--- src/ibd_pkg.sv ---
// Package of constants and types for the instrument bus device interface
`default_nettype none
package ibd_pkg;
	// Interface message codes carried on the data lines while ATN is asserted
	localparam logic [7:0] MSG_GTL = 8'h01; // Go to local, addressed
	localparam logic [7:0] MSG_SDC = 8'h04; // Selected device clear
	localparam logic [7:0] MSG_GET = 8'h08; // Group execute trigger, addressed
	localparam logic [7:0] MSG_TCT = 8'h09; // Take control, always ignored
	localparam logic [7:0] MSG_LLO = 8'h11; // Local lockout, universal
	localparam logic [7:0] MSG_DCL = 8'h14; // Device clear, universal
	localparam logic [7:0] MSG_SPE = 8'h18; // Serial poll enable
	localparam logic [7:0] MSG_SPD = 8'h19; // Serial poll disable
	localparam logic [7:0] MSG_UNL = 8'h3f; // Unlisten
	localparam logic [7:0] MSG_UNT = 8'h5f; // Untalk
	localparam logic [2:0] GRP_LISTEN = 3'h1; // Listen address group, bits 7:5
	localparam logic [2:0] GRP_TALK = 3'h2; // Talk address group, bits 7:5
	localparam logic [4:0] ADDR_FACTORY = 5'h14; // Factory address 20
	localparam int SRQ_BIT = 6; // Bit 7 in one-based numbering
	// Source handshake settle time before DAV, in ns, and its cycle count
	localparam int T_SETTLE_NS = 20;
	localparam int CLK_NS = 10;
	localparam int SETTLE_CYC = (T_SETTLE_NS + CLK_NS - 1) / CLK_NS;
	localparam logic [3:0] SETTLE_CNT = 4'(SETTLE_CYC);
	// Source handshake states
	typedef enum logic [1:0] {
		SH_IDLE = 2'b00,
		SH_SETTLE = 2'b01,
		SH_WAIT_NFD = 2'b10,
		SH_WAIT_DAC = 2'b11
	} ibd_sh_t;
	// Acceptor handshake states
	typedef enum logic [1:0] {
		AH_READY = 2'b00,
		AH_TAKE = 2'b01,
		AH_WAIT_END = 2'b10
	} ibd_ah_t;
endpackage
`default_nettype wire

--- src/ibd_byte_if.sv ---
// Interface carrying bytes between the handshake engines and the control logic
`default_nettype none
interface ibd_byte_if;
	logic [7:0] data; // Byte value
	logic valid; // Byte offered or taken
	logic ready; // Consumer can take a byte
	logic atn; // Byte was an interface message
	modport src(output data, output valid, output atn, input ready);
	modport snk(input data, input valid, input atn, output ready);
endinterface
`default_nettype wire

--- src/ibd_acceptor.sv ---
// Acceptor three-wire handshake engine
`default_nettype none
module ibd_acceptor (
	input wire logic clk,
	input wire logic srst,
	input wire logic enable,
	input wire logic [7:0] bus_data,
	input wire logic dav,
	input wire logic atn,
	output logic nrfd_oe_n,
	output logic ndac_oe_n,
	ibd_byte_if.src rx
);
	// Whole state of the acceptor
	typedef struct packed {
		ibd_pkg::ibd_ah_t st;
		logic [7:0] data;
		logic vld;
		logic atn;
	} ibd_ah_reg_t;
	ibd_ah_reg_t cur_ff;
	ibd_ah_reg_t nxt_cur;

	// Step the handshake: hold NRFD until ready, release NDAC after taking
	always_comb begin
		nxt_cur = cur_ff;
		nxt_cur.vld = 1'b0;
		case (cur_ff.st)
			ibd_pkg::AH_READY: begin
				if (dav && (enable || atn)) begin
					nxt_cur.st = ibd_pkg::AH_TAKE;
					nxt_cur.data = bus_data;
					nxt_cur.atn = atn;
				end
			end
			ibd_pkg::AH_TAKE: begin
				if (rx.ready) begin // Stall NDAC until consumer takes it
					nxt_cur.vld = 1'b1;
					nxt_cur.st = ibd_pkg::AH_WAIT_END;
				end
			end
			ibd_pkg::AH_WAIT_END: begin
				if (!dav) begin
					nxt_cur.st = ibd_pkg::AH_READY;
				end
			end
			default: nxt_cur.st = ibd_pkg::AH_READY;
		endcase
	end

	// Register the state; bus lines decode from it
	always_ff @(posedge clk) begin
		if (srst) begin
			cur_ff <= '0;
		end else begin
			cur_ff <= nxt_cur;
		end
	end

	// Open-drain enables: low means pulling the line low; when idle (not listening,
	// no ATN) both float, since holding NDAC there would stall every other transfer
	assign nrfd_oe_n = (cur_ff.st == ibd_pkg::AH_READY) && !(dav && (enable || atn));
	assign ndac_oe_n = (cur_ff.st == ibd_pkg::AH_WAIT_END) ||
		((cur_ff.st == ibd_pkg::AH_READY) && !(enable || atn));
	assign rx.data = cur_ff.data;
	assign rx.valid = cur_ff.vld;
	assign rx.atn = cur_ff.atn;
endmodule
`default_nettype wire

--- src/ibd_source.sv ---
// Source three-wire handshake engine
`default_nettype none
module ibd_source (
	input wire logic clk,
	input wire logic srst,
	input wire logic abort,
	input wire logic nrfd,
	input wire logic ndac,
	output logic [7:0] bus_data,
	output logic dav_oe_n,
	ibd_byte_if.snk tx
);
	// Whole state of the source
	typedef struct packed {
		ibd_pkg::ibd_sh_t st;
		logic [7:0] data;
		logic [3:0] cnt;
	} ibd_sh_reg_t;
	ibd_sh_reg_t cur_ff;
	ibd_sh_reg_t nxt_cur;

	// Settle data, assert DAV once all ready, drop it once all accepted
	always_comb begin
		nxt_cur = cur_ff;
		case (cur_ff.st)
			ibd_pkg::SH_IDLE: begin
				if (tx.valid) begin
					nxt_cur.data = tx.data;
					nxt_cur.cnt = ibd_pkg::SETTLE_CNT;
					nxt_cur.st = ibd_pkg::SH_SETTLE;
				end
			end
			ibd_pkg::SH_SETTLE: begin
				if (cur_ff.cnt > 4'h1) begin
					nxt_cur.cnt = cur_ff.cnt - 4'h1;
				end else if (!nrfd) begin
					nxt_cur.st = ibd_pkg::SH_WAIT_NFD;
				end
			end
			ibd_pkg::SH_WAIT_NFD: begin
				if (!ndac) begin
					nxt_cur.st = ibd_pkg::SH_WAIT_DAC;
				end
			end
			ibd_pkg::SH_WAIT_DAC: begin
				nxt_cur.st = ibd_pkg::SH_IDLE;
			end
			default: nxt_cur.st = ibd_pkg::SH_IDLE;
		endcase
		if (abort) begin
			nxt_cur.st = ibd_pkg::SH_IDLE;
		end
	end

	// Register the state
	always_ff @(posedge clk) begin
		if (srst) begin
			cur_ff <= '0;
		end else begin
			cur_ff <= nxt_cur;
		end
	end

	assign tx.ready = (cur_ff.st == ibd_pkg::SH_IDLE);
	assign bus_data = cur_ff.data;
	assign dav_oe_n = (cur_ff.st != ibd_pkg::SH_WAIT_NFD); // DAV low only here
endmodule
`default_nettype wire

--- src/ibd_top.sv ---
// Device-side bus interface functions: addressing, remote/local, poll, trigger
//
// Overview of operation
// - Full three-wire source handshake on talked bytes
// - Full acceptor handshake on every received byte
// - Talker, serial poll status, talk-only mode
// - Listen only when addressed; no listen-only
// - Never respond to parallel poll
// - Never take control; ignore pass control
// - Same output format addressed or talk-only
// - Send current or next measurement per wait
// - Leave talk-only via addressable switch plus reset
// - Accept unbounded command bytes when listening
// - SRQ at measurement end if enabled and waiting
// - Remote ignores panel except reset/local key
// - Lockout disables local key until go-to-local
// - Go-to-local returns local and clears lockout
// - Device clear resets and restarts measurement
// - Trigger while remote restarts measurement
// - Unaddressed group trigger ignored; addressed trigger goes remote
// - Entering remote locks switches, applies defaults unless settings programmed
// - Status byte bit 7 means service requested
// - Interface clear drops addressing, and the indicator unless talk-only
// - Address from five switches, factory 20
// - Mode switch: addressable or talk-only
// - Addressed and remote indicators
`default_nettype none
module ibd_top #(
	parameter int RESULT_BYTES = 4 // Bytes per measurement result
) (
	input wire logic clk,
	input wire logic srst,
	// Bus data lines: input, output, enable (low means driving)
	input wire logic [7:0] dio_in,
	output logic [7:0] dio_out,
	output logic dio_oe_n,
	// Handshake and management lines: inputs true means asserted, enables low means driving
	input wire logic dav_in,
	output logic dav_oe_n,
	input wire logic nrfd_in,
	output logic nrfd_oe_n,
	input wire logic ndac_in,
	output logic ndac_oe_n,
	input wire logic atn,
	input wire logic ifc,
	input wire logic ren,
	input wire logic eoi_in,
	output logic srq_oe_n,
	// Rear panel switches
	input wire logic talk_only_sw,
	input wire logic address_switch_msb,
	input wire logic [2:0] address_switch_mid,
	input wire logic address_switch_lsb,
	// Front panel
	input wire logic reset_key,
	input wire logic wait_mode,
	input wire logic srq_enable,
	input wire logic settings_programmed,
	// Measurement engine
	input wire logic meas_done,
	input wire logic [8*RESULT_BYTES-1:0] meas_result,
	output logic meas_restart,
	output logic apply_defaults,
	output logic panel_enable,
	// Command byte stream to the command parser
	output logic [7:0] cmd_byte,
	output logic cmd_valid,
	// Indicators
	output logic addressed_indicator,
	output logic remote_indicator
);
	localparam int IW = $clog2(RESULT_BYTES + 1);

	// Whole state of the control logic
	typedef struct packed {
		logic talk_only;
		logic tad;
		logic lad;
		logic spms;
		logic rem;
		logic llo;
		logic rsv;
		logic held;
		logic [8*RESULT_BYTES-1:0] result;
		logic [IW-1:0] idx;
		logic want;
		logic restart;
		logic defaults;
		logic [7:0] cmd;
		logic cmd_vld;
		logic reset_key_d;
	} ibd_ctl_t;
	ibd_ctl_t cur_ff;
	ibd_ctl_t nxt_cur;

	ibd_byte_if rx_if();
	ibd_byte_if tx_if();

	logic [4:0] my_addr;
	logic [7:0] src_data;
	logic src_dav_oe_n;
	logic acc_nrfd_oe_n;
	logic acc_ndac_oe_n;
	logic tx_go;
	logic [7:0] tx_byte;
	logic key_press;
	logic talk_en; // Talker may drive data and DAV

	// Five switches form the bus address, top switch is the top bit
	assign my_addr = {address_switch_msb, address_switch_mid, address_switch_lsb};

	// Match an address byte of a given group against our switches
	function automatic logic addr_hit(input logic [7:0] b, input logic [2:0] grp,
		input logic [4:0] a);
		addr_hit = (b[6:5] == grp[1:0]) && (b[4:0] == a);
	endfunction

	// Acceptor listens only when addressed; messages are always taken
	ibd_acceptor u_acc (
		.clk(clk),
		.srst(srst),
		.enable(cur_ff.lad && !cur_ff.talk_only),
		.bus_data(dio_in),
		.dav(dav_in && dav_oe_n), // Own DAV is never a byte for us
		.atn(atn),
		.nrfd_oe_n(acc_nrfd_oe_n),
		.ndac_oe_n(acc_ndac_oe_n),
		.rx(rx_if.src)
	);
	assign rx_if.ready = 1'b1; // Command bytes never stall: any count accepted

	// Source paces each talked byte
	ibd_source u_src (
		.clk(clk),
		.srst(srst),
		.abort(!talk_en),
		.nrfd(nrfd_in),
		.ndac(ndac_in),
		.bus_data(src_data),
		.dav_oe_n(src_dav_oe_n),
		.tx(tx_if.snk)
	);
	assign tx_if.data = tx_byte;
	assign tx_if.valid = tx_go;
	assign tx_if.atn = 1'b0;

	// Talk only when the controller lets go of ATN
	assign key_press = reset_key && !cur_ff.reset_key_d;
	// Losing talk rights drops the byte in flight at once
	assign talk_en = (cur_ff.tad || cur_ff.talk_only) && !atn && !ifc;
	always_comb begin
		tx_go = 1'b0;
		tx_byte = cur_ff.result[8*RESULT_BYTES-1 -: 8];
		if (cur_ff.spms) begin
			tx_byte = 8'h00;
			tx_byte[ibd_pkg::SRQ_BIT] = cur_ff.rsv;
		end
		if (!atn && !ifc && (cur_ff.tad || cur_ff.talk_only)) begin
			tx_go = cur_ff.spms || (cur_ff.idx != '0); // Same byte path both modes
		end
	end

	// Control state: message decode, remote/local, talker data and service request
	always_comb begin
		nxt_cur = cur_ff;
		nxt_cur.restart = 1'b0;
		nxt_cur.defaults = 1'b0;
		nxt_cur.cmd_vld = 1'b0;
		nxt_cur.reset_key_d = reset_key;
		// Talked byte taken by the source: move on to the next one
		if (tx_go && tx_if.ready && !cur_ff.spms) begin
			nxt_cur.result = {cur_ff.result[8*RESULT_BYTES-9:0], 8'h00};
			nxt_cur.idx = cur_ff.idx - IW'(1);
			if (cur_ff.idx == IW'(1) && cur_ff.held) begin
				nxt_cur.held = 1'b0; // Held result sent, start next one
				nxt_cur.restart = 1'b1;
			end
		end
		if (tx_go && tx_if.ready && cur_ff.spms) begin
			nxt_cur.rsv = 1'b0; // Polled: request is answered
		end
		// Measurement finished: load result unless one is held or mid-send
		if (meas_done && !cur_ff.held && (cur_ff.idx == '0)) begin
			nxt_cur.want = cur_ff.tad || cur_ff.talk_only;
			if (wait_mode || cur_ff.tad || cur_ff.talk_only) begin
				nxt_cur.result = meas_result;
				nxt_cur.idx = IW'(RESULT_BYTES);
				nxt_cur.held = wait_mode && !cur_ff.talk_only;
			end
			if (srq_enable && wait_mode && !cur_ff.talk_only) begin
				nxt_cur.rsv = 1'b1;
			end
		end
		// Received bytes
		if (rx_if.valid && !rx_if.atn) begin
			nxt_cur.cmd = rx_if.data;
			nxt_cur.cmd_vld = 1'b1;
		end
		if (rx_if.valid && rx_if.atn && !cur_ff.talk_only) begin
			case (rx_if.data[6:0])
				ibd_pkg::MSG_LLO[6:0]: nxt_cur.llo = 1'b1;
				ibd_pkg::MSG_DCL[6:0]: nxt_cur.restart = 1'b1;
				ibd_pkg::MSG_SPE[6:0]: nxt_cur.spms = 1'b1;
				ibd_pkg::MSG_SPD[6:0]: nxt_cur.spms = 1'b0;
				ibd_pkg::MSG_UNL[6:0]: nxt_cur.lad = 1'b0;
				ibd_pkg::MSG_UNT[6:0]: nxt_cur.tad = 1'b0;
				ibd_pkg::MSG_TCT[6:0]: nxt_cur = nxt_cur; // Never take control
				default: begin
					// Address groups; own talk address also untalks nobody else
					if (addr_hit(rx_if.data, ibd_pkg::GRP_LISTEN, my_addr)) begin
						nxt_cur.lad = 1'b1;
						if (ren && !cur_ff.rem) begin
							nxt_cur.rem = 1'b1;
							nxt_cur.defaults = !settings_programmed;
							nxt_cur.restart = 1'b1;
						end
					end else if (addr_hit(rx_if.data, ibd_pkg::GRP_TALK, my_addr)) begin
						nxt_cur.tad = 1'b1;
					end else if (rx_if.data[6:5] == ibd_pkg::GRP_TALK[1:0]) begin
						nxt_cur.tad = 1'b0; // Other talker addressed
					end
					// Addressed commands need us listening
					if (cur_ff.lad && rx_if.data[6:0] == ibd_pkg::MSG_GTL[6:0]) begin
						nxt_cur.rem = 1'b0;
						nxt_cur.llo = 1'b0;
					end
					if (cur_ff.lad && rx_if.data[6:0] == ibd_pkg::MSG_SDC[6:0]) begin
						nxt_cur.restart = 1'b1;
					end
					if (cur_ff.lad && rx_if.data[6:0] == ibd_pkg::MSG_GET[6:0]) begin
						nxt_cur.restart = 1'b1;
						if (!cur_ff.rem) begin
							nxt_cur.rem = 1'b1; // Addressed trigger forces remote
							nxt_cur.defaults = !settings_programmed;
						end
					end
				end
			endcase
		end
		// Front panel reset/local key
		if (key_press) begin
			if (!talk_only_sw) begin
				nxt_cur.talk_only = 1'b0; // Switch alone never exits
			end
			if (!(cur_ff.rem && cur_ff.llo)) begin // Locked out while in lockout
				nxt_cur.rem = 1'b0;
				nxt_cur.restart = 1'b1;
			end
		end
		// Mode switch enters talk-only any time
		if (talk_only_sw) begin
			nxt_cur.talk_only = 1'b1;
		end
		// Remote enable line dropped: back to local, lockout gone
		if (!ren) begin
			nxt_cur.rem = 1'b0;
			nxt_cur.llo = 1'b0;
		end
		// Interface clear ends all addressing and any talk in progress
		if (ifc) begin
			nxt_cur.tad = 1'b0;
			nxt_cur.lad = 1'b0;
			nxt_cur.spms = 1'b0;
		end
	end

	// Register the control state; reset puts the device in local, unaddressed
	always_ff @(posedge clk) begin
		if (srst) begin
			cur_ff <= '0;
		end else begin
			cur_ff <= nxt_cur;
		end
	end

	// Output flops so every port comes straight from a register
	always_ff @(posedge clk) begin
		if (srst) begin
			dio_out <= 8'h00;
			dio_oe_n <= 1'b1;
			dav_oe_n <= 1'b1;
			nrfd_oe_n <= 1'b1;
			ndac_oe_n <= 1'b1;
			srq_oe_n <= 1'b1;
			meas_restart <= 1'b0;
			apply_defaults <= 1'b0;
			panel_enable <= 1'b1;
			cmd_byte <= 8'h00;
			cmd_valid <= 1'b0;
			addressed_indicator <= 1'b0;
			remote_indicator <= 1'b0;
		end else begin
			dio_out <= src_data;
			// Data lines driven only while talking with ATN off; no parallel poll drive
			dio_oe_n <= !talk_en;
			dav_oe_n <= src_dav_oe_n || !talk_en; // Data and DAV let go together
			nrfd_oe_n <= acc_nrfd_oe_n;
			ndac_oe_n <= acc_ndac_oe_n;
			srq_oe_n <= !cur_ff.rsv;
			meas_restart <= cur_ff.restart;
			apply_defaults <= cur_ff.defaults;
			panel_enable <= !cur_ff.rem;
			cmd_byte <= cur_ff.cmd;
			cmd_valid <= cur_ff.cmd_vld;
			addressed_indicator <= cur_ff.tad || cur_ff.lad || cur_ff.talk_only;
			remote_indicator <= cur_ff.rem;
		end
	end
endmodule
`default_nettype wire

--- config.mk ---
export PLATFORM = sky130hd
export DESIGN_NAME = ibd_top
export DESIGN_NICKNAME = d
export VERILOG_FILES = /design/src/ibd_pkg.sv /design/src/ibd_byte_if.sv /design/src/ibd_acceptor.sv /design/src/ibd_source.sv /design/src/ibd_top.sv
export SDC_FILE = /design/constraint.sdc
export NUM_CORES = 1
export LEC_CHECK = 0
export BUFFER_PORTS_ARGS = -buffer_cell sky130_fd_sc_hd__buf_2
export CAP_MARGIN = 20
export CELL_PAD_IN_SITES_DETAIL_PLACEMENT = 0
export CELL_PAD_IN_SITES_GLOBAL_PLACEMENT = 1
export CORE_MARGIN = 1.5
export CORE_UTILIZATION = 37
export DETAILED_ROUTE_END_ITERATION = 10
export PLACE_DENSITY_LB_ADDON = 0.1
export SLEW_MARGIN = 25
export SYNTH_ARGS = -nofsm -noshare
export SYNTH_HDL_FRONTEND = slang
export SYNTH_SLANG_ARGS = --single-unit
--- constraint.sdc ---
create_clock -name clk -period 2.1 [get_ports clk]
set_input_delay 0.42 -clock clk [delete_from_list [all_inputs] [get_ports clk]]
set_output_delay 0.42 -clock clk [all_outputs]
set_load 0.01 [all_outputs]
======== Word-level counts from Yosys, hierarchy flattened ========
Index checks and enable logic that the tools add are counted.
word-level totals
  register bits ........................... 109
  bits in latches ......................... 0
  bits in writable memories ............... 0
  ROM bits ................................ 0
  word-level logic and storage cells ...... 202
  memories ................................ 0
operators by class
  $add $sub $neg .......................... 2
  multiply operators ...................... 0
  divide/modulo/power cells ............... 0
  $lt $le $gt $ge ......................... 1
  equality and inequality tests ........... 28
  shift-type cells ........................ 0
  mux-type cells .......................... 50
  bitwise logic cells ..................... 6
  reductions and logical operators ........ 79
operators with widths
  kind                  count
  $mux W36              2
  $mux W52              1
  $mux W38              1
  $logic_and A1 B1 Y1   29
  $eq A7 B5 Y1 const B  4
  $mux W1               25
  $reduce_or A6 Y1      4
  $mux W2               8
  $eq A7 B4 Y1 const B  2
  $mux W14              1
  $logic_not A1 Y1      13
  $ne A2 B2 Y1 const B  6
  $mux W10              1
  $pmux W1 S2           5
  $reduce_bool A2 Y1    5
  $logic_or A1 B1 Y1    9
  $mux W9               1
  $reduce_and A3 Y1     3
  $reduce_or A9 Y1      1
  $eq A2 B2 Y1 const B  4
  $mux W8               1
  $pmux W2 S4           1
  $pmux W4 S2           1
  $reduce_and A2 Y1     4
  other kinds (20)      34

======== Logic depth before layout (Yosys ltp) ========
Gate-level depths: netlist (run 1).
  word-level depth ........................ 15
  mapped depth ............................ 10
  depth with buffers taken out ............ 7

======== By module ========
From an unflattened synthesis (run 1), not the netlist that was laid out.
unflattened totals
  cells, all modules ...................... 535
  area, all modules ....................... 4754.6 µm²
modules (own cells, without submodules)
  module        times used  cells each  area an instance (µm²)
  ibd_top       1           377         3373.2
  ibd_source    1           95          777.0
  ibd_acceptor  1           63          604.3

======== Worst setup path before layout (run 1) ========
No wires, ideal clock.
  path type ............................... input-to-reg
  from .................................... input port atn
  to ...................................... register cur_ff[30] (netlist bit)
  setup time .............................. 0.154 ns
  arrival time ............................ 1.901 ns
  required time ........................... 1.946 ns
  slack ................................... 0.045 ns
  cell stages on the path ................. 8
  cell sequence ........................... or2_0 > buf_2 > or4_1 > buf_6 > nand2b_1 > buf_2 > nand2_1 > a311oi_2
between the ends
  cells in the longest elaborated chain, start to end .. 10
RTL lines
  item                                line            text
  start: declaration                  ibd_top.sv:44   input wire logic atn,
  $logic_not A1 Y1 *                  ibd_top.sv:158  if (!atn && !ifc && (cur_ff.tad || cur_ff.talk_only)) begin
  $logic_and A1 B1 Y1 * (2 in a row)  ibd_top.sv:158
  $mux W1 *                           ibd_top.sv:158
  $logic_and A1 B1 Y1 * (2 in a row)  ibd_top.sv:171  if (tx_go && tx_if.ready && !cur_ff.spms) begin
  $mux W36 *                          ibd_top.sv:171
  $mux W36                            ibd_top.sv:185  if (wait_mode || cur_ff.tad || cur_ff.talk_only) begin
  $mux W38 *                          ibd_top.sv:183  if (meas_done && !cur_ff.held && (cur_ff.idx == '0)) begin
  $mux W52 *                          ibd_top.sv:199  if (rx_if.valid && rx_if.atn && !cur_ff.talk_only) begin
  end signal: assignment              ibd_top.sv:272  cur_ff <= nxt_cur;
  end: declaration                    ibd_top.sv:93   ibd_ctl_t cur_ff;
Mark *: on every way between the ends. The rest lies on a longest branch, timed or not.
A chain may end at the register's enable or synchronous reset.

======== Final worst setup path (run 1) ========
  from .................................... register u_src.cur_ff[13] (netlist bit)
  to ...................................... register cur_ff[28] (netlist bit)
between the ends
  cells in the longest elaborated chain, start to end .. 7
RTL lines
  item                                line              text
  start: declaration                  ibd_source.sv:19  ibd_sh_reg_t cur_ff;
  start signal: assignment            ibd_source.sv:60  cur_ff <= nxt_cur;
  $logic_not A2 Y1 *                  ibd_source.sv:64  assign tx.ready = (cur_ff.st == ibd_pkg::SH_IDLE);
  $logic_and A1 B1 Y1 * (2 in a row)  ibd_top.sv:171
  $mux W36 *                          ibd_top.sv:171
  $mux W36                            ibd_top.sv:185
  $mux W38 *                          ibd_top.sv:183
  $mux W52 *                          ibd_top.sv:199
Marked as above.

==> qor.yml, run 1 <==
run_status:
  outcome: "finished, final reports clean"
finish:
  final_cell_count_no_fill: 722
  drive_above_1_share_pct: 24.7
  syn_to_final_growth_pct: 21.9
  finish.utilization_pct: 46.9
  final_nets: 643
  diodes: 0
cts:
  cts_buffers: 9
  clk_pin_slew_ns: 0.07
  postCtsSetupBuffers: 0
  clockBufferDepth: 2
  cts_tree: "built"
  clk_latency_ns: 0.35
  htree_levels: 3
  ctsRootBufferMaster: "clkbuf_16"
  clock_sinks: 108
global_route:
  grt_max_degree: 57
  grt_pass1_vias: 3483
  grt_pass1_wl_um: 16900
  grt.overflow.total: 0
  grt_usage_pct: 16.7
  antenna_found_initial: 0
logic_synthesis:
  synth-edff-count: 0
  muxShareOfSynthArea_pct: 2.47
  ys_seq_elements: 108
  syn_avg_cell_area_um2: 9.08
  async_reset_ff_share_pct: 0
  syn_area_um2: 4450
  synth.distinct_cells: 53
  synth-xor-area-share_pct: 1.77
  synthesis.nets: 559
  synth_top_family_by_area: "simple AND/OR/NAND/NOR gates"
  seq_area_frac_synth_pct: 48.6
  synthAdderAreaFrac_pct: 2.53
  yosys_warnings: 0
  synthCells: 490
  yosys.area_share.simple_pct: 23.7
  synth-compound-area-share_pct: 15.9
  ys.flop_type: "dfxtp_1"
critical_path:
  cpMaxStageDelayCell: "or4_4"
  crit_type: "reg -> reg"
  cp_max_fo: 32
  worstSetupStartpointType: "flip-flop"
  setup.worst_path.end_class: "flip-flop"
  crit_path_frequent_cell: "inv_1"
  cp.required_ns: 2.32
  path_cells: "inv_1 > ha_1 > inv_1 > or4_4 > nand2b_1 > buf_12 > nand2_1 > a311oi_2"
  crit_arrival_ns: 2.19
  critPathMaxStageDelay_ns: 0.59
route:
  drt_iter0_drc: 196
  vias: 3628
  drtPass1Iterations: 4
  ant_nets: 0
  post_drt_wl_per_cell_um: 14.0
  routed_wl_um: 10100
  drcViolationCount: 0
  vias_per_cell: 5.02
floorplan:
  ios: 87
  core_um2: 11600
  die_x_um: 113
  die_area_um2: 12700
  initial_core_util_pct: 38.5
  die_h_um: 113
  rows: 39
power_and_ir_drop:
  ir_drop_v: 0.000425
  p_leak_nw: 2.19
  powerDensity_nw_per_um2: 802
placed_design:
  dp_cells: 706
  dp_hpwl_um: 7050
  io_buffers: 85
  gp_congestion: 0.802
timing:
  timing.final.crit_share_pct: 93.6
  timing.fmax_ghz: 0.509
  timing.slew.headroom_pct: 62.6
  fin_worst_skew_ns: 0.00735
  rsz0062_at_grt: "false"
  final_max_slew_viol_count: 0
  worst_pin_slew_ns: 0.559
  hold_viol: 0
  setup_violations: 0
  final.min_clock_period_ns: 1.97
flow_run:
  cap_violations: 0
hold_path:
  hp-class: "in -> reg"
[synth_stat cells, drive strengths merged (7+ instances only)]
| library cell | number | area share (%) |
|---|---|---|
| buf | 12 | 2.1 |
| mux2i | 11 | 2.5 |
| clkbuf | 21 | 1.8 |
| nor2 | 67 | 6.0 |
| nor2b | 23 | 3.2 |
| o22a | 8 | 1.6 |
| xnor2 | 7 | 1.4 |
| nand2b | 8 | 1.1 |
| nand2 | 64 | 5.4 |
| ha | 9 | 2.5 |
| a311oi | 25 | 6.3 |
| nand3 | 14 | 1.6 |
| inv | 14 | 1.2 |
| nor3 | 8 | 0.90 |
| dfxtp | 108 | 49 |
| a21oi | 21 | 2.4 |
| nor3b | 9 | 1.5 |
[stage by stage]
step	hold WS, ns	instance area, um^2	setup WS, ns	TNS (ns)	total power, W
2_1_floorplan	0.392	4450	0.0450	0	0.00250
3_3_place_gp	0.426	5110	-0.0625	-1.44	0.00265
3_5_place_dp	0.431	5110	-0.0889	-2.09	0.00266
4_1_cts	0.225	5410	0.000449	0	0.00442
5_1_grt	0.239	5430	0.00819	0	0.00456
6_report	0.239	5430	0.134	0	0.00435
[cell families (layout without fill, tap and decap cells)]
group,after synthesis,after routing
fa+ha+maj,9,9
mux,11,11
simple gates,218,218
compound gates,88,88
flops,108,108
buf+inv,47,136
xor+xnor,9,9
[layer usage]
metal	part of all wire, %	up-vias	track usage, %
met5	0	-	0
met2	44	70	25.8
met4	1.0	0	4.56
met1	50	1673	22.3
li1	-	1875	-
met3	4.9	10	5.62
[worst max-delay path, delay by kind of cell (launching register included)]
family | cells | cell delay (ns)
buffers and inverters | 3 | 0.34
adders and majority gates | 1 | 0.17
and+or+nand+nor | 3 | 0.89
AOI/OAI and AO/OA | 1 | 0.09
DFF | 1 | 0.32
[sequential cells by signal (all words and copies together) (netlist names)]
signal and cells:
addressed_indicator 1, apply_defaults 1, cmd_byte 8, cmd_valid 1
cur_ff 55, dav_oe_n 1, dio_oe_n 1, dio_out 8
meas_restart 1, ndac_oe_n 1, nrfd_oe_n 1, panel_enable 1
remote_indicator 1, srq_oe_n 1, u_acc.cur_ff 2, u_acc.rx.atn 1
u_acc.rx.data 8, u_acc.rx.valid 1, u_src.bus_data 8, u_src.cur_ff 6
[repair_timing]
| item | in CTS | in global routing |
|---|---|---|
| setup endpoints to repair | 0 | 42 |
| hold buffers | 0 | 0 |
| gates resized for setup | 0 | 3 |
[power by group]
| part | internal, W | switching [W] |
|---|---|---|
| sequential | 0.00214 | 0.0000567 |
| combinational | 0.000190 | 0.000225 |
| clock | 0.000944 | 0.000796 |
| total | 0.00328 | 0.00108 |
[layout make-up]
class	count	area [um^2]
repair buffers	106	636
multi-input cells	335	2090
clock buffers	9	225
flip-flops and latches	108	2160
fillers	1151	6140
inverters	14	52.6
clock inverters	7	80.1
well taps	143	179
[final timing paths]
kind / from / to / depth (start not counted) / slack, ns
worst min register to register: cur_ff[10]$_SDFF_PP0_ / apply_defaults$_SDFF_PP0_ / 1 / 0.44
worst max-delay path: u_src.cur_ff[13]$_SDFFE_PP0P_ / cur_ff[28]$_SDFF_PP0_ / 8 / 0.13
worst min-delay path: settings_programmed / cur_ff[10]$_SDFF_PP0_ / 2 / 0.24
worst max register to register: u_src.cur_ff[13]$_SDFFE_PP0P_ / cur_ff[28]$_SDFF_PP0_ / 8 / 0.13
[layout by cell type (no fill, tap or decap), types with 5 or more instances in the layout]
cell type / count
a211oi_1: 6
nand2_1: 64
a311oi_2: 11
o22a_1: 8
nor4_1: 6
clkbuf_16: 9
nor3b_1: 8
nor3_1: 8
xnor2_1: 7
ha_1: 9
dfxtp_1: 108
nand3_1: 14
a21oi_1: 21
inv_1: 14
buf_4: 18
mux2i_1: 11
nor2_1: 66
nor2b_1: 23
nand2b_1: 8
buf_2: 84
o21ai_0: 5
a311oi_1: 14
(Power assumes the default switching activity.)
==> run 2, diff against run 1 <==
Settings changed: CORE_UTILIZATION 37 to 41.
Clock period 2.1 ns to 2.15 ns, I/O delays scaled along.
==> run 2 against run 1 <==
Fmax down 1.2%. Die area down 9.5%. Total power down 15%. Flip-flop and latch count unchanged. First-iteration DRC count down 42%. Global-route usage up 0.69 points. Critical path depth unchanged. Non-clock buffer count up 2. Final cell count down 0.69%. Clock skew up 0.0075 ns. Clock-buffer cell count up 1. Wire length down 6.1%. Largest cell class unchanged. Highest routed layer unchanged.
==> qor.yml, run 2 (synthesized netlist as in run 1, its figures left out) <==
cts:
  clockBufferDepth: 2  # unchanged
  cts_tree: "built"  # unchanged
  clock_sinks: 108  # unchanged
  cts_buffers: 9  # unchanged
  holdBufCountCts: 0  # unchanged
  htree_levels: 3  # unchanged
  clk_latency_ns: 0.37  # was 0.35 ns
  clk_pin_slew_ns: 0.11  # was 0.07 ns
  ctsRootBufferMaster: "clkbuf_8"  # was clkbuf_16
route:
  ant_nets: 0  # unchanged
  vias: 3614  # was 3,628
  routed_wl_um: 9500  # was 10,100 um
  drtPass1Iterations: 4  # unchanged
  post_drt_wl_per_cell_um: 13.2  # was 14.0 um
  drcViolationCount: 0  # unchanged
  drt_iter0_drc: 114  # was 196
  vias_per_cell: 5.04  # was 5.02
power_and_ir_drop:
  p_int_w: 0.00273  # was 0.00328 W
  p_leak_nw: 2.14  # was 2.19 nW
  p_clk_share_pct: 31.4  # was 40.0%
  p_sw_share_pct: 26.7  # was 24.7%
  combPwrFrac_pct: 10.9  # was 9.5%
  p_switching_w: 0.000993  # was 0.00108 W
  ir_drop_v: 0.000276  # was 0.000425 V
  p_seq_share_pct: 57.7  # was 50.5%
  powerDensity_nw_per_um2: 701  # was 802 nW/um^2
critical_path:
  path_cells: "inv_1 > ha_1 > nor3b_2 > or4_4 > nand2b_1 > buf_12 > nand2_1 > a311oi_2"  # was inv_1 > ha_1 > inv_1 > or4_4 > nand2b_1 > buf_12 > nand2_1 > a311oi_2
  critPathMaxStageDelay_ns: 0.48  # was 0.59 ns
  crit_type: "reg -> reg"  # unchanged
  crit_arrival_ns: 2.23  # was 2.19 ns
  r2r-start: "cur_ff[13]$_SDFF_PP0_"  # was u_src.cur_ff[13]$_SDFFE_PP0P_
  r2r_end: "cur_ff[25]$_SDFF_PP0_"  # was cur_ff[28]$_SDFF_PP0_
  r2r_setup_slack_ns: 0.16  # was 0.13 ns
  setup.worst_path.end_class: "flip-flop"  # unchanged
  cp_max_fo: 32  # unchanged
  cpMaxStageDelayCell: "or4_4"  # unchanged
  reg2reg_depth: 8  # unchanged
  worstSetupStartpointType: "flip-flop"  # unchanged
  cp.required_ns: 2.39  # was 2.32 ns
timing:
  finalSetupTns_ns: 0  # unchanged
  final.min_clock_period_ns: 1.99  # was 1.97 ns
  timing.final.crit_share_pct: 92.5  # was 93.6%
  fin_worst_skew_ns: 0.0149  # was 0.00735 ns
  rsz0062_at_grt: "false"  # unchanged
  timing.fmax_ghz: 0.503  # was 0.509 GHz
  final_max_slew_viol_count: 0  # unchanged
  hold_viol: 0  # unchanged
  setup_violations: 0  # unchanged
  timing.slew.headroom_pct: 56.9  # was 62.6%
  worst_pin_slew_ns: 0.643  # was 0.559 ns
hold_path:
  hp-class: "in -> reg"  # unchanged
  hold_start: "settings_programmed"  # unchanged
  holdPathEnd: "cur_ff[10]$_SDFF_PP0_"  # unchanged
  hold_path_depth: 2  # unchanged
finish:
  final_cell_count_no_fill: 717  # was 722
  final_nets: 645  # was 643
  fillCellCount: 1037  # was 1,151
  syn_to_final_growth_pct: 19.2  # was 21.9%
  mostFrequentLayoutCells: "dfxtp_1, buf_2, nor2_1, nand2_1, nor2b_1"  # unchanged
  diodes: 0  # unchanged
  largest_register_ffs: 55  # unchanged
  multi_input_area_um2: 2100  # was 2090 um^2
  regMostFlops: "cur_ff"  # unchanged
  seq_area_um2: 2160  # unchanged
  final_common_cell: "dfxtp_1"  # unchanged
  drive_above_1_share_pct: 25.1  # was 24.7%
global_route:
  grt_pass1_vias: 3423  # was 3,483
  grt_pass1_wl_um: 16100  # was 16,900 um
  antenna_found_initial: 0  # unchanged
  grt_usage_pct: 17.4  # was 16.7%
  grt_max_degree: 34  # was 57
  grt.overflow.total: 0  # unchanged
floorplan:
  rows: 37  # was 39
  initial_core_util_pct: 42.7  # was 38.5%
  die_x_um: 107  # was 113 um
  die_h_um: 107  # was 113 um
  ios: 87  # unchanged
  die_area_um2: 11500  # was 12,700 um^2
  core_um2: 10400  # was 11,600 um^2
flow_run:
  cap_violations: 0  # unchanged
placed_design:
  dp_hpwl_um: 6830  # was 7050 um
  dp_cells: 701  # was 706
  gp_congestion: 0.846  # was 0.802
  io_buffers: 85  # unchanged
run_status:
  outcome: "finished, final reports clean"  # unchanged
[run 2: cell type report]
class | count | area share [%]
tap | 136 | 3.21
sequential | 108 | 40.8
clock inverter | 6 | 1.06
timing repair buffer | 108 | 12.0
inverter | 14 | 0.991
multi-input combinational | 335 | 39.6
clock buffer | 10 | 2.41
[run 2: worst max-delay path by stage]
stage | startpoint | endpoint
final | cur_ff[13]$_SDFF_PP0_ | cur_ff[25]$_SDFF_PP0_
after global routing | u_src.cur_ff[13]$_SDFFE_PP0P_ | cur_ff[24]$_SDFF_PP0_
after CTS | u_src.cur_ff[12]$_SDFFE_PP0P_ | cur_ff[24]$_SDFF_PP0_
after detailed placement | atn | cur_ff[38]$_SDFF_PP0_
after global placement | atn | cur_ff[39]$_SDFF_PP0_
after floorplan | atn | cur_ff[30]$_SDFF_PP0_
[run 2: timing repair]
item	in CTS	in global routing
endpoints found under the hold margin	0	0
setup buffers	0	0
setup endpoints to repair	0	41
resized for setup	0	5
[run 2: power groups by stage]
stage	Clock [W]	Combinational (W)	Sequential (W)
floorplan	0	0.000263	0.00218
global placement	0	0.000398	0.00219
detailed placement	0	0.000402	0.00219
CTS	0.00122	0.000404	0.00215
global route	0.00129	0.000456	0.00216
finish	0.00117	0.000405	0.00215
[run 2: critical path: cells and delay by family (launching register included)]
kind / cells / cell delay [ns]
AO/OA/AOI/OAI: 1 / 0.09
adder cells (fa/ha/maj): 1 / 0.21
flip-flops: 1 / 0.34
AND/OR/NAND/NOR: 4 / 0.97
buffers and inverters: 2 / 0.24
[run 2: through the flow]
stage                     cell area [um^2]  util, %  hold WS, ns  setup WS (ns)  power, W
after floorplan                       4450        -        0.392         0.0850   0.00244
after global routing                  5310     50.9        0.199        0.00115   0.00391
final                                 5310     50.9        0.225          0.160   0.00372
after global placement                5100     49.0        0.420         0.0154   0.00259
after CTS                             5280     50.7        0.205         0.0182   0.00377
after detailed placement              5100     49.0        0.417        0.00462   0.00260
[run 2: layer usage]
metal | global-route usage, % | share of wire [%] | up-vias
met4 | 5.52 | 1.4 | 0
met3 | 3.77 | 3.5 | 11
met2 | 27.4 | 44 | 70
met5 | 0 | 0 | -
li1 | - | - | 1874
met1 | 23.6 | 51 | 1659
